### src/nvmc_defs.svh
`ifndef NVMC_DEFS_SVH
`define NVMC_DEFS_SVH
// Summary of operation
// - Controller sleeps with system when idle
// - Ongoing write keeps clock alive in sleep
// - Ready interrupt wakes from idle only
// - Wake-up clears page buffer
// - Command writes need unlock, else ignored
// - Command codes 1..7 decode to operations
// - Fuse write only from debug interface
// - Chip erase spares data memory if fuse
// - Boot lock blanks boot reads and fetches
// - Boot lock set from boot code, reset clears
// - Boot lock applies after leaving boot section
// - App protect is set-only, blocks app writes
// - Write fail flags failed last operation
// - Busy bits show data and program activity
// - Ready interrupt level, enable bit 0
// - Enabled ready interrupt requests while data memory idle
// - Ready flag cleared by writing one
// - Sixteen-bit fuse value at 0x06
// - Sixteen-bit address register at 0x08
// - Buffer clear sets ones, stalls seven cycles
// ============================================================
// Register offsets
`define NVMC_OFS_CMD 4'h0
`define NVMC_OFS_PROT 4'h1
`define NVMC_OFS_STAT 4'h2
`define NVMC_OFS_IEN 4'h3
`define NVMC_OFS_IFLG 4'h4
`define NVMC_OFS_DATL 4'h6
`define NVMC_OFS_DATH 4'h7
`define NVMC_OFS_ADRL 4'h8
`define NVMC_OFS_ADRH 4'h9
// ============================================================
// Field positions
`define NVMC_BIT_APP_WP 0
`define NVMC_BIT_BOOT_LOCK 1
`define NVMC_BIT_PM_BUSY 0
`define NVMC_BIT_DM_BUSY 1
`define NVMC_BIT_WFAIL 2
`define NVMC_BIT_READY 0
// ============================================================
// Timing
`define NVMC_CLEAR_CYCLES 3'h7
`define NVMC_CLEAR_LAST 3'h1
`define NVMC_BYTE_ZERO 8'h00
`define NVMC_WORD_ZERO 16'h0000
`endif

### src/nvmc_pkg.sv
package nvmc_pkg;
    typedef enum logic [2:0] {
        NVMC_CMD_NONE, NVMC_CMD_WRITE, NVMC_CMD_ERASE, NVMC_CMD_ERASE_WRITE,
        NVMC_CMD_BUF_CLEAR, NVMC_CMD_CHIP_ERASE, NVMC_CMD_DM_ERASE, NVMC_CMD_FUSE
    } nvmc_cmd_e;
    typedef enum logic [1:0] {NVMC_IDLE, NVMC_RUN, NVMC_CLEAR} nvmc_state_e;
    typedef enum logic [1:0] {NVMC_SLEEP_NONE, NVMC_SLEEP_IDLE, NVMC_SLEEP_STANDBY,
        NVMC_SLEEP_POWER_DOWN} nvmc_sleep_e;
    // Order given to the arrays for one operation
    typedef struct packed {
        logic erase;
        logic write;
        logic chip;
        logic dm_all;
        logic fuse;
        logic keep_dm;
        logic to_dm;
        logic [15:0] addr;
        logic [15:0] data;
    } nvmc_op_s;
endpackage

### src/nvmc_controller.sv
// Decided for this implementation: the address-and-strobe port.
`timescale 1ns/1ps
`include "nvmc_defs.svh"
module nvmc_controller import nvmc_pkg::*; (
    input wire logic clock,
    input wire logic rst_b,
    input wire logic [3:0] reg_addr,
    input wire logic [7:0] reg_wdata,
    input wire logic reg_wr,
    input wire logic reg_rd,
    output logic [7:0] reg_rdata,
    input wire logic key_unlocked,
    input wire logic from_debug,
    input wire logic exec_in_boot,
    input wire logic fetch_in_boot,
    input wire logic access_in_boot,
    input wire logic [1:0] sleep_mode,
    input wire logic wake_event,
    input wire logic preserve_data_memory_fuse,
    input wire logic target_is_dm,
    input wire logic target_is_app,
    input wire logic target_is_boot,
    input wire logic buffer_mixed,
    input wire logic array_done,
    output nvmc_op_s array_op,
    output logic array_start,
    output logic buffer_clear,
    output logic cpu_stall,
    output logic clock_request,
    output logic ctrl_asleep,
    output logic boot_block,
    output logic data_memory_ready_irq,
    output logic wake_request
);
    // ============================================================
    // Registers
    nvmc_cmd_e cmd;
    logic app_write_protect;
    logic boot_lock_req;
    logic boot_section_lock;
    logic write_fail;
    logic program_memory_busy;
    logic data_memory_busy;
    logic ready_enable;
    logic ready_flag;
    logic [15:0] fuse_value;
    logic [15:0] last_loc;
    nvmc_state_e state;
    logic [2:0] clear_cnt;
    logic was_asleep;
    logic cmd_wr;
    logic accept;
    logic prot_fail;
    logic dm_target;
    logic dm_touch;

    function automatic logic hit(input logic [3:0] a, input logic [3:0] ofs);
        return reg_wr && (a == ofs);
    endfunction

    // Unlocked write while idle only; a locked attempt is ignored
    assign cmd_wr = hit(reg_addr, `NVMC_OFS_CMD) && key_unlocked;
    assign accept = cmd_wr && (state == NVMC_IDLE) && (cmd == NVMC_CMD_NONE)
        && (reg_wdata[2:0] != 3'h0)
        && !((nvmc_cmd_e'(reg_wdata[2:0]) == NVMC_CMD_FUSE) && !from_debug);
    assign dm_target = target_is_dm;
    // Whole-array commands that reach the data memory
    assign dm_touch = (nvmc_cmd_e'(reg_wdata[2:0]) == NVMC_CMD_DM_ERASE)
        || ((nvmc_cmd_e'(reg_wdata[2:0]) == NVMC_CMD_CHIP_ERASE)
        && !preserve_data_memory_fuse);
    // Chip erase ignores section protection
    assign prot_fail = ((target_is_app && app_write_protect)
        || (target_is_boot && boot_section_lock)) && !dm_target;

    // ============================================================
    // Command sequencer
    always_ff @(posedge clock) begin
        if (!rst_b) begin
            cmd <= NVMC_CMD_NONE;
            state <= NVMC_IDLE;
            clear_cnt <= 3'h0;
            write_fail <= 1'b0;
            program_memory_busy <= 1'b0;
            data_memory_busy <= 1'b0;
            array_start <= 1'b0;
            array_op <= '0;
        end else begin
            array_start <= 1'b0;
            unique case (state)
                NVMC_IDLE: begin
                    if (accept) begin
                        cmd <= nvmc_cmd_e'(reg_wdata[2:0]);
                        array_op <= '0;
                        array_op.addr <= last_loc;
                        array_op.data <= fuse_value;
                        array_op.to_dm <= dm_target;
                        unique case (nvmc_cmd_e'(reg_wdata[2:0]))
                            NVMC_CMD_BUF_CLEAR: begin
                                state <= NVMC_CLEAR;
                                clear_cnt <= `NVMC_CLEAR_CYCLES;
                            end
                            NVMC_CMD_WRITE, NVMC_CMD_ERASE, NVMC_CMD_ERASE_WRITE: begin
                                if (prot_fail || buffer_mixed) begin
                                    write_fail <= 1'b1;
                                    cmd <= NVMC_CMD_NONE;
                                end else begin
                                    write_fail <= 1'b0;
                                    state <= NVMC_RUN;
                                    array_start <= 1'b1;
                                    array_op.erase <= reg_wdata[1];
                                    array_op.write <= reg_wdata[0];
                                    data_memory_busy <= dm_target;
                                    program_memory_busy <= !dm_target;
                                end
                            end
                            default: begin
                                write_fail <= 1'b0;
                                state <= NVMC_RUN;
                                array_start <= 1'b1;
                                array_op.chip <= (reg_wdata[2:0] == NVMC_CMD_CHIP_ERASE);
                                array_op.keep_dm <= preserve_data_memory_fuse;
                                array_op.dm_all <= (reg_wdata[2:0] == NVMC_CMD_DM_ERASE);
                                array_op.fuse <= (reg_wdata[2:0] == NVMC_CMD_FUSE);
                                program_memory_busy <= (reg_wdata[2:0] != NVMC_CMD_DM_ERASE);
                                data_memory_busy <= dm_touch;
                                array_op.to_dm <= dm_touch;
                            end
                        endcase
                    end
                end
                NVMC_RUN: begin
                    if (array_done) begin
                        state <= NVMC_IDLE;
                        cmd <= NVMC_CMD_NONE;
                        program_memory_busy <= 1'b0;
                        data_memory_busy <= 1'b0;
                    end
                end
                NVMC_CLEAR: begin
                    if (clear_cnt == `NVMC_CLEAR_LAST) begin
                        state <= NVMC_IDLE;
                        cmd <= NVMC_CMD_NONE;
                    end
                    clear_cnt <= clear_cnt - 3'h1;
                end
                default: state <= NVMC_IDLE;
            endcase
        end
    end

    // ============================================================
    // Protection bits
    always_ff @(posedge clock) begin
        if (!rst_b) begin
            app_write_protect <= 1'b0;
            boot_lock_req <= 1'b0;
            boot_section_lock <= 1'b0;
        end else begin
            if (hit(reg_addr, `NVMC_OFS_PROT)) begin
                if (reg_wdata[`NVMC_BIT_APP_WP])
                    app_write_protect <= 1'b1;
                if (reg_wdata[`NVMC_BIT_BOOT_LOCK] && exec_in_boot)
                    boot_lock_req <= 1'b1;
            end
            if (boot_lock_req && !exec_in_boot)
                boot_section_lock <= 1'b1;
        end
    end
    assign boot_block = boot_section_lock && (fetch_in_boot || access_in_boot);

    // ============================================================
    // Ready interrupt, fuse value and address
    always_ff @(posedge clock) begin
        if (!rst_b) begin
            ready_enable <= 1'b0;
            ready_flag <= 1'b0;
            fuse_value <= `NVMC_WORD_ZERO;
            last_loc <= `NVMC_WORD_ZERO;
        end else begin
            if (hit(reg_addr, `NVMC_OFS_IEN))
                ready_enable <= reg_wdata[`NVMC_BIT_READY];
            // Set wins over a simultaneous clear
            if (!data_memory_busy)
                ready_flag <= 1'b1;
            else if (hit(reg_addr, `NVMC_OFS_IFLG) && reg_wdata[`NVMC_BIT_READY])
                ready_flag <= 1'b0;
            if (hit(reg_addr, `NVMC_OFS_DATL))
                fuse_value[7:0] <= reg_wdata;
            if (hit(reg_addr, `NVMC_OFS_DATH))
                fuse_value[15:8] <= reg_wdata;
            if (hit(reg_addr, `NVMC_OFS_ADRL))
                last_loc[7:0] <= reg_wdata;
            if (hit(reg_addr, `NVMC_OFS_ADRH))
                last_loc[15:8] <= reg_wdata;
        end
    end
    // Level request while enabled and the data memory is idle
    assign data_memory_ready_irq = ready_enable && !data_memory_busy;
    assign wake_request = data_memory_ready_irq
        && (nvmc_sleep_e'(sleep_mode) == NVMC_SLEEP_IDLE);

    // ============================================================
    // Sleep handling
    assign clock_request = (state != NVMC_IDLE);
    assign ctrl_asleep = (nvmc_sleep_e'(sleep_mode) != NVMC_SLEEP_NONE)
        && (state == NVMC_IDLE);
    assign cpu_stall = (state == NVMC_CLEAR) || program_memory_busy;
    always_ff @(posedge clock) begin
        if (!rst_b)
            was_asleep <= 1'b0;
        else
            was_asleep <= (nvmc_sleep_e'(sleep_mode) != NVMC_SLEEP_NONE) && !wake_event;
    end
    assign buffer_clear = (state == NVMC_CLEAR) && (clear_cnt == `NVMC_CLEAR_LAST)
        || (was_asleep && ((nvmc_sleep_e'(sleep_mode) == NVMC_SLEEP_NONE)
        || wake_event));

    // ============================================================
    // Read port, reserved bits read zero
    always_ff @(posedge clock) begin
        if (!rst_b)
            reg_rdata <= `NVMC_BYTE_ZERO;
        else if (reg_rd) begin
            unique case (reg_addr)
                `NVMC_OFS_CMD: reg_rdata <= {5'h00, cmd};
                `NVMC_OFS_PROT: reg_rdata <= {6'h00, boot_lock_req, app_write_protect};
                `NVMC_OFS_STAT: reg_rdata <= {5'h00, write_fail, data_memory_busy,
                    program_memory_busy};
                `NVMC_OFS_IEN: reg_rdata <= {7'h00, ready_enable};
                `NVMC_OFS_IFLG: reg_rdata <= {7'h00, ready_flag};
                `NVMC_OFS_DATL: reg_rdata <= fuse_value[7:0];
                `NVMC_OFS_DATH: reg_rdata <= fuse_value[15:8];
                `NVMC_OFS_ADRL: reg_rdata <= last_loc[7:0];
                `NVMC_OFS_ADRH: reg_rdata <= last_loc[15:8];
                default: reg_rdata <= `NVMC_BYTE_ZERO;
            endcase
        end else
            reg_rdata <= `NVMC_BYTE_ZERO;
    end
endmodule // nvmc_controller

### config.mk
export PLATFORM = sky130hd
export DESIGN_NAME = nvmc_controller
export DESIGN_NICKNAME = d
export VERILOG_FILES = /design/src/nvmc_pkg.sv /design/src/nvmc_controller.sv
export VERILOG_INCLUDE_DIRS = /design/src
export SDC_FILE = /design/constraint.sdc
export NUM_CORES = 1
export LEC_CHECK = 0
export ABC_AREA = 1
export BUFFER_PORTS_ARGS = -buffer_cell sky130_fd_sc_hd__buf_4
export CORE_AREA = 8 8 96 98
export CTS_CLUSTER_SIZE = 10
export DETAILED_ROUTE_END_ITERATION = 10
export DIE_AREA = 0 0 104 106
export PLACE_DENSITY = 0.77
export SYNTH_ARGS = -nofsm -noshare
export SYNTH_HDL_FRONTEND = slang
export SYNTH_SLANG_ARGS = --single-unit
### constraint.sdc
create_clock -name clock -period 1.93 [get_ports clock]
set_input_delay 0.0965 -clock clock [delete_from_list [all_inputs] [get_ports clock]]
set_output_delay 0.0965 -clock clock [all_outputs]
set_load 0.005 [all_outputs]
==> results.md <==
* Status: complete, no violations
* Worst skew pair latency at 0.39 ns
* Worst Setup Start Kind: flip-flop
* Sw frac at 0.315
* Sequential power share at 0.513
* Clk pwr share at 0.308
* Peak fanout along the critical path at 32
* Syn Nets at 566
* Combinational Power Share at 0.179
* Clock skew at 0.0161 ns
* Antenna Diode Count at 0
* CTS tree: yes
* Clock Path Buffers at 2
* FMAX at 577 MHz
* Vias in the first global route at 3733
* Post-Synthesis Cells at 530
* Sequential-to-total area share from yosys stat at 0.485
* Cell family with most CP delay: buffers and inverters
* Setup crit end kind: flip-flop
* Multi-input logic area at 1650 um2
* Vias per inst at 5.29
* Die Width at 104 um
* Pre-CTS setup slack at 0.114 ns
* Reg2reg start: state[0]
* Via count at 3800
* Nets at 644
* Average size of a mapped cell at 7.55 um2
* Clock Sinks at 97
* Lkg Pwr at 2.14 nW
* Synth Warn # at 0
* Filler cell count at 742
* Hpwl dp at 8260 um
* PD cells at 861 nW/um2
* Worst R2R End: array_op[28]
* Final setup fails at 0
* Post-synth top flop: dfxtp_1
* Mapped Area at 4000 um2
* Most common cell in the netlist: dfxtp_1
* WS Path Type: reg -> reg
* Hold slack at 0.0246 ns
* Netlist cell types at 30
* Gr usage total at 0.202
* IO Pins at 85
* Reg2Reg Depth at 9
* EDFF count, synth at 0
* CTS Buf Count at 9
* RSZ-0062 raised after global routing: no
* Rel. slew slack at 0.660
* Synth-to-layout area growth at 23.6%
* GR Overflow Total at 0
* Port Buffers at 84
* Register area at 1940 um2
* NetSw at 0.00134 W
* Root Buffer: clkbuf_8
* Top cells by area, synth: dfxtp_1, a21oi_1, o21ai_0, inv_1, nand2_1
* Arr. time, crit path at 2.04 ns
* Hold crit path type: in -> reg
* Final Hold Vio Count at 0
* Area leader, netlist: dfxtp_1
* Worst path cell trace: inv_1 > ha_2 > nand3_1 > nor2_1 > nand2_2 > inv_4 > buf_12 > o21ai_0 > a21oi_1
* Full die area at 11000 um2
* Core area at 7850 um2
* Hold_sp: buffer_mixed
* Largest net degree at the start of global routing at 47
* Hold path depth at 4
* Final Max Slew Viols at 0
* Max_cap viols at 0
* Clk slew on worst S/H paths at 0.10 ns
* Std-Cell Rows at 33
* CP required at 2.23 ns
* Hold Path End: array_op[37]
* Drt total wl at 11100 um
* Die height at 106 um
* Initial antenna violation count at 0
* Post-synth top cells: dfxtp_1, a21oi_1, inv_1, o21ai_0, nand2_1
* Antenna-violating nets left at 0
* Worst Path Buf+Inv at 3
* VDD IR max at 0.561 mV
* Iter 0 DRT Violations at 199
* Worst path max stage delay at 0.35 ns
* Least-Margin Pin Slew at 0.508 ns
* Setup tns final at 0 ns
* Layout cell share with drive strength beyond 1 at 0.194
* Final period util at 0.898
* Power, Total at 0.00426 W
* FF+latch count, synth at 97
* Crit path time final at 1.73 ns
* First drt pass iteration count at 5
* First-pass GRT wire length at 18300 um
* Ys async rst share at 0
* Post-synth top area share at 0.485
* P_int at 0.00292 W
* Routability cong. at 0.920
* Initial Utilization at 0.510
* Setup ws final at 0.197 ns
* WL/cell at 15.5 um
* Drc violations at 0
* CP max-delay cell: dfxtp_1
* Worst reg2reg setup slack at 0.20 ns
* H-tree levels at 3
[through the flow]
step | util | cells | cell area (um2)
detailed placement | 0.602 | 700 | 4720
global placement | 0.602 | 700 | 4720
global route | 0.630 | 718 | 4950
floorplan | - | 530 | 4000
finish | 0.630 | 718 | 4950
CTS | 0.630 | 718 | 4940
[per-layer routing]
layer | vias to the layer above | wire length [um] | track usage
li1 | 1909 | - | -
met1 | 1759 | 4620 | 0.229
met2 | 116 | 5580 | 0.357
met3 | 16 | 733 | 0.0599
met4 | 0 | 174 | 0.0651
met5 | - | 0 | 0
[cell families after synthesis]
kind of cell | count (synthesis) | synth area share
compound gates | 178 | 0.236
simple gates | 144 | 0.155
buf+inv | 104 | 0.104
flops | 97 | 0.485
fa+ha+maj | 6 | 0.0188
xor+xnor | 1 | 0.00219
[worst min-delay path: stages]
cell and delay (ns):
buf_4 0.07, inv_1 0.05, nand4_1 0.08, a21oi_1 0.06
[cell type report]
type	count	area share
multi-input cells	329	0.333
inverters	80	0.0612
flip-flops and latches	97	0.393
repair buffers	91	0.147
well taps	105	0.0266
clock buffers	9	0.0250
clock inverters	7	0.0149
[cells in the final DEF (no fill, tap or decap), drive strengths merged, types with 3 or more instances in the layout]
cell,instances
a21oi,84
a221oi,5
buf,89
clkbuf,9
clkinv,4
dfxtp,97
ha,6
inv,83
nand2,60
nand3,13
nand4,4
nor2,54
nor3,9
nor4,3
o21ai,72
o22ai,11
[repair_timing]
item | in CTS | in global routing
hold buffers | 2 | 0
hold endpoints to repair | 2 | 0
setup endpoints to repair | 0 | 34
resized for setup | 0 | 2
setup buffers | 0 | 0
[state kept, by name, summed over array words and instances, names as in the netlist, 2 cells and up]
| name | flops |
|---|---|
| state | 2 |
| fuse_value | 16 |
| clear_cnt | 3 |
| reg_rdata | 8 |
| array_op | 39 |
| cmd | 3 |
| last_loc | 16 |
[power groups by stage]
stage | logic [W] | clock network [W] | registers, W
floorplan | 0.000492 | 0 | 0.00221
global placement | 0.000726 | 0 | 0.00222
detailed placement | 0.000747 | 0 | 0.00223
CTS | 0.000758 | 0.00132 | 0.00218
global route | 0.000859 | 0.00143 | 0.00220
finish | 0.000762 | 0.00131 | 0.00218
[worst max-delay path by stage]
stage	start	endpoint	slack (ns)	cells after the start
after global placement	state[0]	array_op[22]	0.24	9
final	state[0]	array_op[28]	0.20	9
after global routing	state[0]	array_op[17]	0.009	9
after detailed placement	state[0]	array_op[28]	0.11	9
after floorplan	state[0]	array_op[0]	0.43	9
after CTS	state[0]	array_op[28]	0.08	9
Note: power is estimated with default switching activity, not from simulation.
